==> config.mk <==
export PLATFORM = sky130hd
export DESIGN_NAME = ccs_clock_source_select
export DESIGN_NICKNAME = d
export VERILOG_FILES = /design/src/logic/ccs_pkg.sv /design/src/logic/ccs_clock_source_select.sv /design/src/logic/ccs_sync.sv
export SDC_FILE = /design/constraint.sdc
export NUM_CORES = 1
export LEC_CHECK = 0
export ABC_CLOCK_PERIOD_IN_PS = 1900
export BUFFER_PORTS_ARGS = -buffer_cell sky130_fd_sc_hd__buf_2
export CAP_MARGIN = 10
export CELL_PAD_IN_SITES_DETAIL_PLACEMENT = 1
export CELL_PAD_IN_SITES_GLOBAL_PLACEMENT = 1
export CORE_AREA = 2 2 112 114
export CTS_CLUSTER_SIZE = 10
export DETAILED_ROUTE_END_ITERATION = 7
export DIE_AREA = 0 0 114 116
export PLACE_DENSITY_LB_ADDON = 0.15
export SYNTH_ARGS = -nofsm -noshare
export SYNTH_HDL_FRONTEND = slang
export SYNTH_HIERARCHICAL = 1
export SYNTH_SLANG_ARGS = --single-unit
==> constraint.sdc <==
create_clock -name pclk -period 1.9 [get_ports pclk]
set_input_delay 0.38 -clock pclk [delete_from_list [all_inputs] [get_ports pclk]]
set_output_delay 0.38 -clock pclk [all_outputs]
set_load 0.005 [all_outputs]
==> src/logic/ccs_pkg.sv <==
// Purpose: shared constants and types of the clock source selector
// Assumes: 32-bit APB register map, one word per register
// Notes:   mode codes other than the multiplier and internal ones are local picks
package ccs_pkg;

	// primary oscillator mode codes
	typedef enum logic [3:0] {
		CCS_LOW_POWER_XTAL  = 4'h0,
		CCS_STD_XTAL        = 4'h1,
		CCS_HS_XTAL         = 4'h2,
		CCS_RES_CAP_CLKOUT  = 4'h3,
		CCS_EXT_CLK_OUT     = 4'h4,
		CCS_EXT_CLK_PIN_IO  = 4'h5,
		CCS_HS_X4           = 4'h6,
		CCS_RES_CAP_PIN_IO  = 4'h7,
		CCS_INT_DUAL_PIN_IO = 4'h8,
		CCS_INT_DIV4_PIN    = 4'h9
	} ccs_osc_mode_e;

	// start-up sequencer states
	typedef enum logic [1:0] {
		CCS_ST_HOLD  = 2'b00,
		CCS_ST_COUNT = 2'b01,
		CCS_ST_READY = 2'b10
	} ccs_start_e;

	// register byte offsets
	localparam logic [11:0] CCS_CTRL_OFS = 12'h000;
	localparam logic [11:0] CCS_TRIM_OFS = 12'h004;
	localparam logic [11:0] CCS_CFG_OFS  = 12'h008;
	localparam logic [11:0] CCS_STAT_OFS = 12'h00C;

	// field positions
	localparam int CCS_FSEL_LSB   = 4;
	localparam int CCS_ORIGIN_BIT = 7;
	localparam int CCS_MULT_BIT   = 6;
	localparam int CCS_FEAT_LSB   = 8;

	// frequency select codes
	localparam logic [2:0] CCS_FSEL_31K = 3'h0;
	localparam logic [2:0] CCS_FSEL_1M  = 3'h4;
	localparam logic [2:0] CCS_FSEL_4M  = 3'h6;
	localparam logic [2:0] CCS_FSEL_8M  = 3'h7;

	// reset values
	localparam logic [2:0] CCS_FSEL_RST  = CCS_FSEL_1M;
	localparam logic [4:0] CCS_TRIM_RST  = 5'h00;
	localparam logic [3:0] CCS_MODE_RST  = 4'h2;
	localparam logic [3:0] CCS_FEAT_RST  = 4'h0;

	// crystal start-up length in oscillator edges
	localparam int CCS_START_TICKS_DEF = 1024;

endpackage

==> src/logic/ccs_clock_source_select.sv <==
// Purpose: primary oscillator mode decode, pin reuse, internal clock selection
// Assumes: oscillator inputs are far slower than pclk (at most half its rate)
// Notes:   oscillators are modelled as sampled edges; analog parts stay outside
`timescale 1ns/1ns

module ccs_clock_source_select #(
	parameter int unsigned START_TICKS = ccs_pkg::CCS_START_TICKS_DEF
) (
	// apb slave
	input  wire logic        pclk,
	input  wire logic        presetn,
	input  wire logic        psel,
	input  wire logic        penable,
	input  wire logic        pwrite,
	input  wire logic [11:0] paddr,
	input  wire logic [31:0] pwdata,
	output logic      [31:0] prdata,
	output logic             pready,
	output logic             pslverr,
	// oscillator pins
	input  wire logic        crystal_in_pin_i,
	output logic             crystal_in_pin_o,
	output logic             crystal_in_pin_oe_n,
	input  wire logic        crystal_out_pin_i,
	output logic             crystal_out_pin_o,
	output logic             crystal_out_pin_oe_n,
	// port A side of the shared pins
	input  wire logic        porta_bit6_io_dout,
	input  wire logic        porta_bit6_io_oe_n,
	output logic             porta_bit6_io_din,
	input  wire logic        porta_bit7_io_dout,
	input  wire logic        porta_bit7_io_oe_n,
	output logic             porta_bit7_io_din,
	// internal oscillators
	input  wire logic        fast_osc_clk,
	input  wire logic        slow_osc_clk,
	output logic             fast_osc_en,
	output logic             slow_osc_en,
	output logic      [4:0]  trim_fast,
	output logic      [4:0]  trim_slow,
	// core side
	input  wire logic        in_sleep,
	output logic             mult_on,
	output logic             dev_tick,
	output logic             clk_ready
);
	import ccs_pkg::*;

	// refuse a start-up length the counter cannot hold
	if (START_TICKS == 0 || START_TICKS > 65535) begin : g_chk
		$error("START_TICKS out of range");
	end

	// software state
	logic [2:0]    fsel_q;
	logic          origin_q;
	logic          mult_en_q;
	logic [4:0]    trim_q;
	ccs_osc_mode_e mode_q;
	logic [3:0]    feat_q;
	// derived
	logic          setup;
	logic          wr_en;
	logic          clkout_m;
	logic          io6_m;
	logic          io7_m;
	logic          no_start_m;
	logic          mult_avail;
	logic          mult_want;
	logic          xin_lvl;
	logic          xin_rise;
	logic          xout_lvl;
	logic          fast_rise;
	logic          slow_rise;
	logic [7:0]    ps_q;
	logic          int_tick;
	logic          osc_tick;
	logic [1:0]    div_q;
	ccs_start_e    st_q;
	ccs_start_e    st_d;
	logic [15:0]   cnt_q;
	logic [15:0]   cnt_d;

	// true for an offset that holds a register
	function automatic logic mapped(input logic [11:0] a);
		return a == CCS_CTRL_OFS || a == CCS_TRIM_OFS || a == CCS_CFG_OFS || a == CCS_STAT_OFS;
	endfunction

	// low bits of the postscaler that must all be ones for a tap tick
	// the 31 kHz tap needs all eight bits, a shift alone stops at divide by 128
	function automatic logic [7:0] tap_mask(input logic [2:0] sel);
		if (sel == CCS_FSEL_31K) begin
			return 8'hFF;
		end
		return 8'hFF >> ({1'b0, sel} + 4'h1);
	endfunction

	// bus phases; the write lands at the completing edge only
	assign setup = psel & ~penable;
	assign wr_en = psel & penable & pready & pwrite & mapped(paddr);

	// mode decode for pins, start-up and multiplier
	always_comb begin
		clkout_m   = 1'b0;
		io6_m      = 1'b0;
		io7_m      = 1'b0;
		no_start_m = 1'b1;
		unique case (mode_q)
			CCS_EXT_CLK_OUT:     clkout_m = 1'b1;
			CCS_EXT_CLK_PIN_IO:  io6_m    = 1'b1;
			CCS_RES_CAP_CLKOUT:  clkout_m = 1'b1;
			CCS_RES_CAP_PIN_IO:  io6_m    = 1'b1;
			CCS_INT_DIV4_PIN: begin
				clkout_m = 1'b1;
				io7_m    = 1'b1;
			end
			CCS_INT_DUAL_PIN_IO: begin
				io6_m = 1'b1;
				io7_m = 1'b1;
			end
			CCS_LOW_POWER_XTAL, CCS_STD_XTAL, CCS_HS_XTAL, CCS_HS_X4: no_start_m = 1'b0;
			// unused codes fall back to a plain crystal
			default:             no_start_m = 1'b0;
		endcase
	end

	// only at 4 or 8 MHz
	assign mult_avail = io7_m && (fsel_q == CCS_FSEL_8M || fsel_q == CCS_FSEL_4M);
	assign mult_want  = (mode_q == CCS_HS_X4) | (mult_en_q & mult_avail);

	// control registers
	always_ff @(posedge pclk or negedge presetn) begin
		if (!presetn) begin
			fsel_q   <= CCS_FSEL_RST;
			origin_q <= 1'b0;
			trim_q   <= CCS_TRIM_RST;
			mode_q   <= ccs_osc_mode_e'(CCS_MODE_RST);
			feat_q   <= CCS_FEAT_RST;
		end else if (wr_en) begin
			unique case (paddr)
				CCS_CTRL_OFS: fsel_q <= pwdata[CCS_FSEL_LSB +: 3];
				CCS_TRIM_OFS: begin
					origin_q <= pwdata[CCS_ORIGIN_BIT];
					// takes effect at once, no busy state
					trim_q   <= pwdata[4:0];
				end
				CCS_CFG_OFS: begin
					mode_q <= ccs_osc_mode_e'(pwdata[3:0]);
					feat_q <= pwdata[CCS_FEAT_LSB +: 4];
				end
				default: ;
			endcase
		end
	end

	// multiplier enable bit, cleared whenever it cannot act
	always_ff @(posedge pclk or negedge presetn) begin
		if (!presetn) begin
			mult_en_q <= 1'b0;
		end else if (wr_en && paddr == CCS_TRIM_OFS) begin
			mult_en_q <= pwdata[CCS_MULT_BIT] & mult_avail;
		end else if (!mult_avail) begin
			mult_en_q <= 1'b0;
		end
	end

	// apb answer: one wait-free access phase, error on unmapped offsets
	always_ff @(posedge pclk or negedge presetn) begin
		if (!presetn) begin
			pready  <= 1'b0;
			pslverr <= 1'b0;
			prdata  <= 32'h0000_0000;
		end else begin
			pready  <= setup;
			pslverr <= setup & ~mapped(paddr);
			if (setup && !pwrite) begin
				unique case (paddr)
					CCS_CTRL_OFS: prdata <= {25'h0, fsel_q, 4'h0};
					CCS_TRIM_OFS: prdata <= {24'h0, origin_q, mult_en_q, 1'b0, trim_q};
					CCS_CFG_OFS:  prdata <= {20'h0, feat_q, 4'h0, mode_q};
					CCS_STAT_OFS: prdata <= {28'h0, clk_ready, mult_on, fast_osc_en, slow_osc_en};
					default:      prdata <= 32'h0000_0000;
				endcase
			end
		end
	end

	// pin and oscillator synchronisers
	ccs_sync u_xin (
		.clk   (pclk),
		.rst_n (presetn),
		.d     (crystal_in_pin_i),
		.lvl_q (xin_lvl),
		.rise  (xin_rise)
	);
	ccs_sync u_xout (
		.clk   (pclk),
		.rst_n (presetn),
		.d     (crystal_out_pin_i),
		.lvl_q (xout_lvl),
		.rise  ()
	);
	ccs_sync u_fast (
		.clk   (pclk),
		.rst_n (presetn),
		.d     (fast_osc_clk),
		.lvl_q (),
		.rise  (fast_rise)
	);
	ccs_sync u_slow (
		.clk   (pclk),
		.rst_n (presetn),
		.d     (slow_osc_clk),
		.lvl_q (),
		.rise  (slow_rise)
	);

	always_ff @(posedge pclk or negedge presetn) begin
		if (!presetn) begin
			ps_q <= 8'h00;
		end else if (fast_rise) begin
			ps_q <= ps_q + 8'h01;
		end
	end

	// origin bit decides at 31 kHz
	// divide by 256 or slow direct
	assign int_tick = (fsel_q == CCS_FSEL_31K && !origin_q) ? slow_rise
		: (fast_rise & (&(ps_q | ~tap_mask(fsel_q))));
	assign osc_tick = io7_m ? int_tick : xin_rise;

	// quarter-rate divider and device clock tick
	always_ff @(posedge pclk or negedge presetn) begin
		if (!presetn) begin
			div_q    <= 2'h0;
			dev_tick <= 1'b0;
		end else begin
			dev_tick <= osc_tick;
			if (osc_tick) begin
				div_q <= div_q + 2'h1;
			end
		end
	end

	// switch only at a divider wrap, never mid-period
	always_ff @(posedge pclk or negedge presetn) begin
		if (!presetn) begin
			mult_on <= 1'b0;
		end else if (osc_tick && div_q == 2'h0) begin
			mult_on <= mult_want;
		end
	end

	// shared pin drivers; port data is same-domain so no sync
	always_ff @(posedge pclk or negedge presetn) begin
		if (!presetn) begin
			crystal_out_pin_o    <= 1'b0;
			crystal_out_pin_oe_n <= 1'b1;
			crystal_in_pin_o     <= 1'b0;
			crystal_in_pin_oe_n  <= 1'b1;
			porta_bit6_io_din    <= 1'b0;
			porta_bit7_io_din    <= 1'b0;
		end else begin
			if (clkout_m) begin
				crystal_out_pin_o    <= div_q[1];
				crystal_out_pin_oe_n <= 1'b0;
			end else if (io6_m) begin
				crystal_out_pin_o    <= porta_bit6_io_dout;
				crystal_out_pin_oe_n <= porta_bit6_io_oe_n;
			end else begin
				crystal_out_pin_o    <= 1'b0;
				crystal_out_pin_oe_n <= 1'b1;
			end
			crystal_in_pin_o    <= io7_m & porta_bit7_io_dout;
			crystal_in_pin_oe_n <= io7_m ? porta_bit7_io_oe_n : 1'b1;
			porta_bit6_io_din   <= io6_m & xout_lvl;
			porta_bit7_io_din   <= io7_m & xin_lvl;
		end
	end

	// start-up sequencer
	always_comb begin
		st_d  = st_q;
		cnt_d = cnt_q;
		unique case (st_q)
			CCS_ST_HOLD: begin
				cnt_d = 16'h0000;
				// no wait for external clock modes
				if (!in_sleep) begin
					st_d = no_start_m ? CCS_ST_READY : CCS_ST_COUNT;
				end
			end
			CCS_ST_COUNT: begin
				if (in_sleep) begin
					st_d = CCS_ST_HOLD;
				end else if (xin_rise) begin
					if (cnt_q == 16'(START_TICKS - 1)) begin
						st_d = CCS_ST_READY;
					end
					cnt_d = cnt_q + 16'h0001;
				end
			end
			CCS_ST_READY: begin
				if (in_sleep) begin
					st_d = CCS_ST_HOLD;
				end
			end
			default: st_d = CCS_ST_HOLD;
		endcase
	end

	// sequencer flops and ready flag
	always_ff @(posedge pclk or negedge presetn) begin
		if (!presetn) begin
			st_q      <= CCS_ST_HOLD;
			cnt_q     <= 16'h0000;
			clk_ready <= 1'b0;
		end else begin
			st_q      <= st_d;
			cnt_q     <= cnt_d;
			clk_ready <= (st_d == CCS_ST_READY);
		end
	end

	// oscillator enables and trim outputs
	always_ff @(posedge pclk or negedge presetn) begin
		if (!presetn) begin
			fast_osc_en <= 1'b1;
			slow_osc_en <= 1'b0;
			trim_fast   <= CCS_TRIM_RST;
			trim_slow   <= CCS_TRIM_RST;
		end else begin
			// on from 125 kHz up, or as 31.25 kHz source
			fast_osc_en <= (fsel_q != CCS_FSEL_31K) | origin_q;
			// selected or needed by a timer feature
			slow_osc_en <= (io7_m & fsel_q == CCS_FSEL_31K & ~origin_q) | (|feat_q);
			// signed code passed unchanged to the tuner
			trim_fast   <= trim_q;
			// slow side picks it up at its next edge
			if (slow_rise) begin
				trim_slow <= trim_q;
			end
		end
	end
endmodule

==> src/logic/ccs_sync.sv <==
// Purpose: two-stage synchroniser with rising edge pulse
// Assumes: d is asynchronous to clk
// Notes:   only the second stage feeds the edge detector
`timescale 1ns/1ns
module ccs_sync (
	// clock and reset
	input  wire logic clk,
	input  wire logic rst_n,
	// asynchronous level
	input  wire logic d,
	// synchronised level and its rising edge
	output logic      lvl_q,
	output logic      rise
);
	logic       meta_q;
	logic       prev_q;
	logic [2:0] arm_q;

	// two flops, then one more for the edge
	always_ff @(posedge clk or negedge rst_n) begin
		if (!rst_n) begin
			meta_q <= 1'b0;
			lvl_q  <= 1'b0;
			prev_q <= 1'b0;
		end else begin
			meta_q <= d;
			lvl_q  <= meta_q;
			prev_q <= lvl_q;
		end
	end

	// edge detect armed only once all three flops hold the pin, not reset zeros
	always_ff @(posedge clk or negedge rst_n) begin
		if (!rst_n) begin
			arm_q <= 3'h0;
		end else begin
			arm_q <= {arm_q[1:0], 1'b1};
		end
	end

	// one-cycle pulse per low-to-high edge; a pin idling high gives no false edge
	assign rise = lvl_q & ~prev_q & arm_q[2];
endmodule

==> results of run 1 <==
per-stage QoR:
| step | cell area [µm²] | setup slack [ps] | TNS, ps | total power [mW] |
|---|---|---|---|---|
| 2_1_floorplan | 4430 | -20.1 | -120 | 2.61 |
| 3_3_place_gp | 4970 | -41.9 | -177 | 2.76 |
| 3_5_place_dp | 4970 | -61.0 | -458 | 2.78 |
| 4_1_cts | 5280 | 44.4 | 0 | 4.62 |
| 5_1_grt | 5290 | 29.9 | 0 | 4.77 |
| 6_report | 5290 | 149 | 0 | 4.54 |
cell usage in the layout (no fill, tap or decap), types with 3 or more instances in the layout:
master / count
dfrtp_1: 96
buf_2: 71
nand2_1: 26
nor2_1: 25
conb_1: 23
buf_4: 23
xnor2_1: 11
xor2_1: 11
mux2_2: 11
nand4_1: 10
nand3_1: 10
a21oi_1: 9
mux2_4: 9
clkbuf_16: 9
o21ai_0: 8
mux2_1: 8
inv_1: 6
mux2i_1: 5
nand2b_1: 5
dfstp_2: 5
nor2b_1: 4
and2_1: 4
a22o_1: 4
and3_1: 4
a22oi_1: 4
o31ai_1: 4
nor4_1: 3
a211oi_1: 3
ha_1: 3
clkbuf_8: 3
and3b_1: 3
path summary, 6_finish.rpt:
path / slack (ps) / start / to / depth (start not counted)
max in group asynchronous: 780 / presetn / crystal_out_pin_oe_n / 3
hold / removal: 130 / crystal_in_pin_i / u_xin/meta_q / 1
setup reg to reg: 150 / fsel_q[0] / mult_on / 5
hold reg to reg: 340 / u_fast/arm_q[0] / u_fast/arm_q[1] / 0
setup / recovery: 150 / fsel_q[0] / mult_on / 5
min in group asynchronous: 510 / presetn / u_slow/arm_q[1] / 2
power by group through the flow:
| stage | logic (mW) | registers, mW | clock network [mW] |
|---|---|---|---|
| floorplan | 0.257 | 2.35 | 0 |
| global placement | 0.357 | 2.40 | 0 |
| detailed placement | 0.374 | 2.40 | 0 |
| CTS | 0.380 | 2.36 | 1.88 |
| global route | 0.435 | 2.38 | 1.96 |
| finish | 0.379 | 2.36 | 1.80 |
repair_timing:
item,in CTS,in global routing
endpoints found under the setup margin,1,2
resized for setup,0,1
buffers inserted,1,0
pin swaps,0,1
cloned,0,0
hold endpoints to repair,29,0
hold buffers,1,0
layout make-up:
type,instances,area [µm²]
fill,1330,6630
sequential,101,2530
multi-input combinational,238,1670
timing repair buffer,97,578
clock buffer,13,270
tap,147,184
clock inverter,3,25.0
inverter,6,22.5
metal layers:
| metal | wire length [µm] | up-vias |
|---|---|---|
| li1 | - | 1397 |
| met1 | 4500 | 1463 |
| met2 | 4360 | 60 |
| met3 | 356 | 13 |
| met4 | 204 | 0 |
| met5 | 0 | - |
flip-flops by register name, indices dropped and copies added (netlist names), 4 cells and up:
name and cells:
trim_slow 5, mode_q 4, trim_fast 5, feat_q 4, cnt_q 16, ps_q 8
trim_q 5, prdata 12
==> flow_summary_export.csv, run 1 <==
group,metric,value,unit
clock_network,clockBufferDepth,2,
setup_path,cp_top_family,"compound AO/OA/AOI/OAI gates",
sta,maxSlewViolCount,0,
cells_and_area,nets,514,
clock_network,clk_pin_slew,70,ps
pwr,p_comb_frac,0.083,
die,die_width,114,µm
global_routing,grt_util_met3,0.0303,
pwr,switching_share,0.243,
setup_path,setup.worst_path.end_class,"register",
place,routabilityCongestion,0.731,
routing,num_vias,2933,
clock_network,h-tree-depth,3,
global_routing,grt_pass1_wl,15600,µm
logic_synthesis,synth_area_per_cell,12.0,µm²
pwr,power_switching,1.11,mW
worst_hold_path,hold_class,"in2reg",
setup_path,crit_type,"reg2reg",
routing,drt_iter0_markers,107,
routing,ant_nets,0,
place,dp_cells,587,
pwr,max-vdd-ir-drop,0.502,mV
cells_and_area,synthToLayoutAreaGrowth,21.8,%
global_routing,antenna_found_initial,0,
die,fp.dieH,116,µm
clock_network,clock_sinks,101,
sta,fin_crit,1750,ps
clock_network,cts-root-buf,"clkbuf_16",
global_routing,grt-busiest-layer,"met2",
setup_path,critical_path.cell_chain,"or4_1, o2bb2ai_1, a41o_1, a21oi_1, a41oi_2",
sta,min_period_over_period,0.921,
pwr,power_frac_clock,0.397,
pwr,p_leak,2.58,nW
die,die_area,0.0132,mm²
routing,routedWlPerCell,15.6,µm
cells_and_area,instances_no_fill,605,
setup_path,worst_path_max_delay_cell,"or4_1",
routing,via_per_inst,4.85,
logic_synthesis,syn_inst,361,
clock_network,cts_made_buffers,9,
place,io_buffer_count,72,
global_routing,use_met1,0.211,
clock_network,insertion_delay,350,ps
routing,drc_errors,0,
global_routing,use_met2,0.236,
routing,routed_wl,9420,µm
setup_path,arrival,2020,ps
sta,skew,8.03,ps
job,max-cap-violations,0,
setup_path,critPathBufInv,0,
sta,hold_viol_final,0,
routing,first_pass_iters,4,
global_routing,track_usage,0.155,
pwr,seqPwrFrac,0.520,
place,place_hpwl,6960,µm
global_routing,grt_start_max_net_pins,37,
logic_synthesis,synth_area,0.00434,mm²
sta,fmax,571,MHz
sta,holdWs,133,ps
global_routing,grt_pass1_vias,3030,
setup_path,critical_path.max_fanout,5,
global_routing,grt_overflow,0,
sta,setup_viol,0,
sta,grt_setup_unrepaired,"no",
setup_path,cp-start-kind,"register",
die,core,0.0119,mm²
setup_path,required,2170,ps
run_status,outcome,"finished clean",
clock_network,cts_tree,"done",
cells_and_area,antenna_cells,0,
die,start_util,0.364,
setup_path,critPathMaxStageDelay,600,ps
pwr,power_density,860,mW/mm²
die,ios,113,
cells_and_area,final_util,0.444,
logic_synthesis,yosys_warnings,6,
die,placementRows,40,
cells_and_area,drive_gt1_frac,0.317,
pwr,intPower,3.44,mW
(Power assumes the default switching activity.)
==> run 2, diff against run 1 <==
--- a/config.mk
+++ b/config.mk
@@ -10,12 +10,11 @@
 export CAP_MARGIN = 10
 export CELL_PAD_IN_SITES_DETAIL_PLACEMENT = 1
 export CELL_PAD_IN_SITES_GLOBAL_PLACEMENT = 1
-export CORE_AREA = 2 2 112 114
+export CORE_AREA = 2 2 110 112
 export CTS_CLUSTER_SIZE = 10
 export DETAILED_ROUTE_END_ITERATION = 7
-export DIE_AREA = 0 0 114 116
+export DIE_AREA = 0 0 112 114
 export PLACE_DENSITY_LB_ADDON = 0.15
 export SYNTH_ARGS = -nofsm -noshare
 export SYNTH_HDL_FRONTEND = slang
-export SYNTH_HIERARCHICAL = 1
 export SYNTH_SLANG_ARGS = --single-unit
==> flow_summary_export.csv, run 2 <==
group,metric,value,unit
run_status,outcome,"finished clean",
logic_synthesis,synthFlopType,"dfrtp_1",
routing,num_vias,2960,
sta,setup_viol,0,
sta,hold_viol_final,0,
cells_and_area,largest_register_ffs,16,
routing,dr_wl_met3,383,µm
place,routabilityCongestion,0.747,
setup_path,required,2120,ps
logic_synthesis,synth.most_common_cell,"dfrtp_1",
logic_synthesis,synth_fa_ha_area_frac,0.00887,
cells_and_area,synthToLayoutAreaGrowth,24.4,%
setup_path,cp-start-kind,"register",
logic_synthesis,yosys-top-cells-count,"dfrtp_1 (90), nand2_1 (32), nor2_1 (22)",
worst_hold_path,hold_class,"in2reg",
pwr,p_leak,2.56,nW
global_routing,grt_pass1_wl,15800,µm
cells_and_area,layout_commonest_cell,"dfrtp_1",
global_routing,grt_overflow,0,
logic_synthesis,synth_simple_gate_area_frac,0.153,
place,io_buffer_count,72,
die,placementRows,40,
clock_network,insertion_delay,350,ps
logic_synthesis,async_reset_ff_frac,1.00,
cells_and_area,nets,523,
sta,fin_setup_tns,0,ps
clock_network,clockBufferDepth,2,
cells_and_area,antenna_cells,0,
sta,min_period_over_period,0.960,
sta,worst_slew_pin_slew,495,ps
routing,routedWlPerCell,15.5,µm
logic_synthesis,synth.top_cell.area_share,0.532,
global_routing,track_usage,0.158,
sta,fin_crit,1820,ps
clock_network,cts-root-buf,"clkbuf_16",
clock_network,h-tree-depth,3,
die,ios,113,
routing,routed_wl,9500,µm
die,fp.dieH,114,µm
place,post_dp_cell_area,0.00489,mm²
global_routing,antenna_found_initial,0,
logic_synthesis,synth_top_family_by_area,"simple AND/OR/NAND/NOR gates",
die,die_width,112,µm
clock_network,cts_made_buffers,9,
die,die_area,0.0128,mm²
job,max-cap-violations,0,
pwr,max-vdd-ir-drop,0.561,mV
logic_synthesis,synth_cell_types,53,
logic_synthesis,synth-xor-area-share,0.0455,
logic_synthesis,seq_area_frac_synth,0.563,
logic_synthesis,synth_seq_cells,95,
routing,wl_met2,4720,µm
sta,skew,7.47,ps
sta,grt_setup_unrepaired,"yes",
routing,ant_nets,0,
pwr,power_density,877,mW/mm²
logic_synthesis,yosys-top-cells-area,"dfrtp_1 (53%), buf_4 (3.7%), mux2_2 (3.2%)",
routing,highest_layer,"met4",
sta,timing.final.ws_setup,75.1,ps
sta,max_slew_margin,0.661,
setup_path,critical_path.max_fanout,3,
global_routing,grt_pass1_vias,3168,
logic_synthesis,syn_inst,359,
clock_network,clk_pin_slew,70,ps
setup_path,crit_type,"reg2reg",
logic_synthesis,synth_mux_area_frac,0.0934,
logic_synthesis,synth_area,0.00423,mm²
routing,drc_errors,0,
die,core,0.0117,mm²
cells_and_area,regMostFlops,"cnt_q",
clock_network,cts_tree,"done",
logic_synthesis,synth_area_per_cell,11.8,µm²
sta,fmax,548,MHz
place,place_hpwl,7030,µm
cells_and_area,final_cell_mix,"dfrtp_1 (90), buf_2 (71), buf_4 (33)",
setup_path,arrival,2050,ps
routing,drt_iter0_markers,84,
routing,drt-met1-wl,4220,µm
routing,via_per_inst,4.82,
cells_and_area,finalInstanceArea,0.00527,mm²
die,start_util,0.361,
sta,maxSlewViolCount,0,
clock_network,clock_sinks,95,
setup_path,setup.worst_path.end_class,"register",
global_routing,grt_start_max_net_pins,42,
place,pre_cts_ws,-67.2,ps
logic_synthesis,yosys_warnings,0,
routing,first_pass_iters,4,
cells_and_area,largestRegisters,"cnt_q: 16 flops, prdata: 12 flops, ps_q: 8 flops",
logic_synthesis,yosysTopAreaCell,"dfrtp_1",
logic_synthesis,synth_edf_count,0,
cells_and_area,drive_gt1_frac,0.343,
logic_synthesis,synth_compound_area_frac,0.0766,
==> run 2: path summary, 6_finish.rpt <==
path / to / slack [ps] / startpoint / cells past startpoint
max reg2reg: mult_on / 80 / fsel_q[1] / 5
min: u_xout.meta_q / 140 / crystal_out_pin_i / 1
min in group asynchronous: trim_slow[1] / 460 / presetn / 2
max: mult_on / 80 / fsel_q[1] / 5
min reg2reg: u_slow.lvl_q / 350 / u_slow.meta_q / 0
max in group asynchronous: fsel_q[2] / 840 / presetn / 3
==> run 2: logic make-up (layout without fill, tap and decap cells) <==
| group | count (synthesis) | in the layout |
|---|---|---|
| buffers and inverters | 42 | 131 |
| AO/OA/AOI/OAI | 46 | 46 |
| multiplexers | 33 | 33 |
| other | 2 | 21 |
| adder cells (fa/ha/maj) | 3 | 3 |
| flip-flops | 95 | 95 |
| AND/OR/NAND/NOR | 116 | 116 |
| XOR/XNOR | 22 | 22 |
==> run 2: final cells by class <==
class | count | area [µm²]
Clock buffer | 10 | 239
Tap cell | 147 | 184
Timing Repair Buffer | 106 | 633
Inverter | 9 | 33.8
Sequential cell | 95 | 2380
Multi-Input combinational cell | 241 | 1690
Clock inverter | 6 | 108
Fill cell | 1288 | 6440
==> run 2: what timing repair did <==
action                                 CTS  global route
resized for setup                        0             2
buffers inserted                         1             0
pin swaps                                3             2
cloned                                   0             0
setup endpoints to repair                1             8
hold buffers                             1             0
endpoints found under the hold margin   18             0
==> run 2: power breakdown <==
part / switching, mW / total (mW) / internal [mW]
logic: 0.170 / 0.320 / 0.150
registers: 0.102 / 2.21 / 2.11
clock network: 0.772 / 2.09 / 1.32
==> run 2: through the flow <==
stage | util | std cells | power, mW | hold WS (ps)
after detailed placement | 0.418 | 596 | 2.57 | 286
after global placement | 0.418 | 596 | 2.56 | 285
final | 0.450 | 614 | 4.62 | 137
after floorplan | - | 378 | 2.42 | 84.4
after CTS | 0.449 | 614 | 4.69 | 124
after global routing | 0.450 | 614 | 4.80 | 125
==> run 2: routing by layer <==
layer / up-vias / global-route usage
met1: 1464 / 0.200
li1: 1423 / -
met4: 0 / 0.0602
met2: 61 / 0.267
met5: - / 0
met3: 12 / 0.0361
==> run 2: critical path, stage by stage (launching register included) <==
cell and delay (ps):
dfrtp_1 380, or4_4 570, o21ai_1 150, nand2_1 100, a21boi_1 160, mux2_1 350
==> run 3, diff against run 2 <==
--- a/config.mk
+++ b/config.mk
@@ -9,11 +9,11 @@
 export BUFFER_PORTS_ARGS = -buffer_cell sky130_fd_sc_hd__buf_2
 export CAP_MARGIN = 10
 export CELL_PAD_IN_SITES_DETAIL_PLACEMENT = 1
-export CELL_PAD_IN_SITES_GLOBAL_PLACEMENT = 1
-export CORE_AREA = 2 2 110 112
+export CELL_PAD_IN_SITES_GLOBAL_PLACEMENT = 2
+export CORE_AREA = 2 2 122 124
 export CTS_CLUSTER_SIZE = 10
 export DETAILED_ROUTE_END_ITERATION = 7
-export DIE_AREA = 0 0 112 114
+export DIE_AREA = 0 0 124 126
 export PLACE_DENSITY_LB_ADDON = 0.15
 export SYNTH_ARGS = -nofsm -noshare
 export SYNTH_HDL_FRONTEND = slang
==> flow_summary_export.csv, run 3 (synthesis results as in run 2) <==
group,metric,value,unit
global_routing,grt_pass1_wl,16300,µm
clock_network,insertion_delay,350,ps
pwr,max-vdd-ir-drop,0.387,mV
setup_path,cp-start-kind,"register",
clock_network,clockBufferDepth,2,
setup_path,crit_type,"reg2reg",
setup_path,ff2ff_setup_slack,100,ps
worst_hold_path,hold_class,"in2reg",
sta,fin_setup_tns,0,ps
global_routing,track_usage,0.137,
cells_and_area,nFillCells,1615,
cells_and_area,largestRegisters,"cnt_q: 16 flops, prdata: 12 flops, ps_q: 8 flops",
setup_path,worstReg2RegEnd,"mult_on",
place,io_buffer_count,72,
global_routing,grt_start_max_net_pins,33,
routing,num_vias,2994,
die,die_width,124,µm
sta,holdWs,131,ps
setup_path,critical_path.max_fanout,2,
routing,routed_wl,10100,µm
sta,min_period_over_period,0.947,
routing,ant_nets,0,
cells_and_area,drive_gt1_frac,0.348,
run_status,outcome,"finished clean",
clock_network,h-tree-depth,3,
cells_and_area,instances_no_fill,653,
clock_network,clk_pin_slew,70,ps
clock_network,cts_made_buffers,9,
sta,timing.final.ws_setup,101,ps
sta,grt_setup_unrepaired,"no",
place,post_dp_cell_area,0.00495,mm²
place,place_hpwl,7520,µm
clock_network,cts_tree,"done",
global_routing,grt_overflow,0,
die,fp.dieH,126,µm
setup_path,crit-reg2reg-launch,"fsel_q[1]",
cells_and_area,largest_register_ffs,16,
routing,drc_errors,0,
die,placementRows,44,
setup_path,required,2130,ps
sta,maxSlewViolCount,0,
sta,setup_viol,0,
global_routing,grt_pass1_vias,3161,
routing,first_pass_iters,4,
sta,hold_viol_final,0,
job,max-cap-violations,0,
clock_network,cts-root-buf,"clkbuf_16",
cells_and_area,final_cell_mix,"dfrtp_1 (89), buf_2 (71), buf_4 (35)",
routing,routedWlPerCell,15.5,µm
place,pre_cts_ws,-115,ps
die,core,0.0143,mm²
sta,max_slew_margin,0.660,
setup_path,setup.worst_path.end_class,"register",
place,routabilityCongestion,0.723,
cells_and_area,final_util,0.369,
clock_network,clock_sinks,95,
die,start_util,0.296,
sta,fmax,556,MHz
routing,drt_iter0_markers,78,
setup_path,crit_start,"fsel_q[1]",
cells_and_area,nets,525,
pwr,power_density,837,mW/mm²
setup_path,reg2reg_depth,5,
cells_and_area,antenna_cells,0,
setup_path,cp-endpoint,"mult_on",
sta,skew,8.38,ps
place,dp_cells,634,
pwr,power,4.42,mW
setup_path,arrival,2030,ps
die,die_area,0.0156,mm²
global_routing,antenna_found_initial,0,
cells_and_area,synthToLayoutAreaGrowth,24.9,%
cells_and_area,layout_commonest_cell,"dfrtp_1",
die,ios,113,
sta,worst_slew_pin_slew,498,ps
pwr,p_leak,2.55,nW
worst_hold_path,whs_path_depth,1,
routing,via_per_inst,4.58,
sta,fin_crit,1800,ps
cells_and_area,finalInstanceArea,0.00529,mm²
cells_and_area,regMostFlops,"cnt_q",
[run 3: cell count changes in the layout (fill, tap and decap cells not counted), sizes merged]
cell	before	now
buf	105	107
clkinv	2	3
clkinvlp	1	0
clkbuf	10	12
bufinv	3	1
[run 3: layout make-up]
cell class / instances / area (µm²) / share of cell area
Clock inverter: 4 / 45.0 / 0.00852
Tap cell: 184 / 230 / 0.0436
Multi-Input combinational cell: 241 / 1690 / 0.319
Inverter: 9 / 33.8 / 0.00639
Timing Repair Buffer: 108 / 648 / 0.123
Clock buffer: 12 / 256 / 0.0485
Sequential cell: 95 / 2380 / 0.451
[run 3: per-layer routing]
metal,routed length (µm),GRT usage,up-vias
li1,-,-,1424
met4,172,0.0601,0
met1,4610,0.176,1505
met5,0,0,-
met3,439,0.0294,11
met2,4920,0.220,54
[run 3: worst min-delay path by stage]
stage,end,start
finish,u_fast.meta_q,fast_osc_clk
global route,u_xout.meta_q,crystal_out_pin_i
CTS,u_fast.meta_q,fast_osc_clk
detailed placement,u_fast.lvl_q,u_fast.meta_q
global placement,u_slow.lvl_q,u_slow.meta_q
floorplan,clk_ready,presetn
[run 3: repair_timing]
item | in CTS | in global routing
hold buffers | 1 | 0
cloned | 0 | 0
endpoints found under the hold margin | 24 | 0
setup buffers | 1 | 1
setup endpoints to repair | 2 | 9
pin swaps | 3 | 2
resized for setup | 1 | 3
[run 3: where the power goes]
group | internal [mW] | switching [mW] | total, mW
Sequential | 2.11 | 0.0763 | 2.18
Combinational | 0.176 | 0.200 | 0.376
Clock | 1.09 | 0.780 | 1.87
[run 3: worst max-delay path, stage by stage, from the launching register on]
cell      delay (ps)
dfrtp_1          380
or4_4            550
o21ai_1          150
nand2_1          100
a21boi_1         170
mux2_1           330
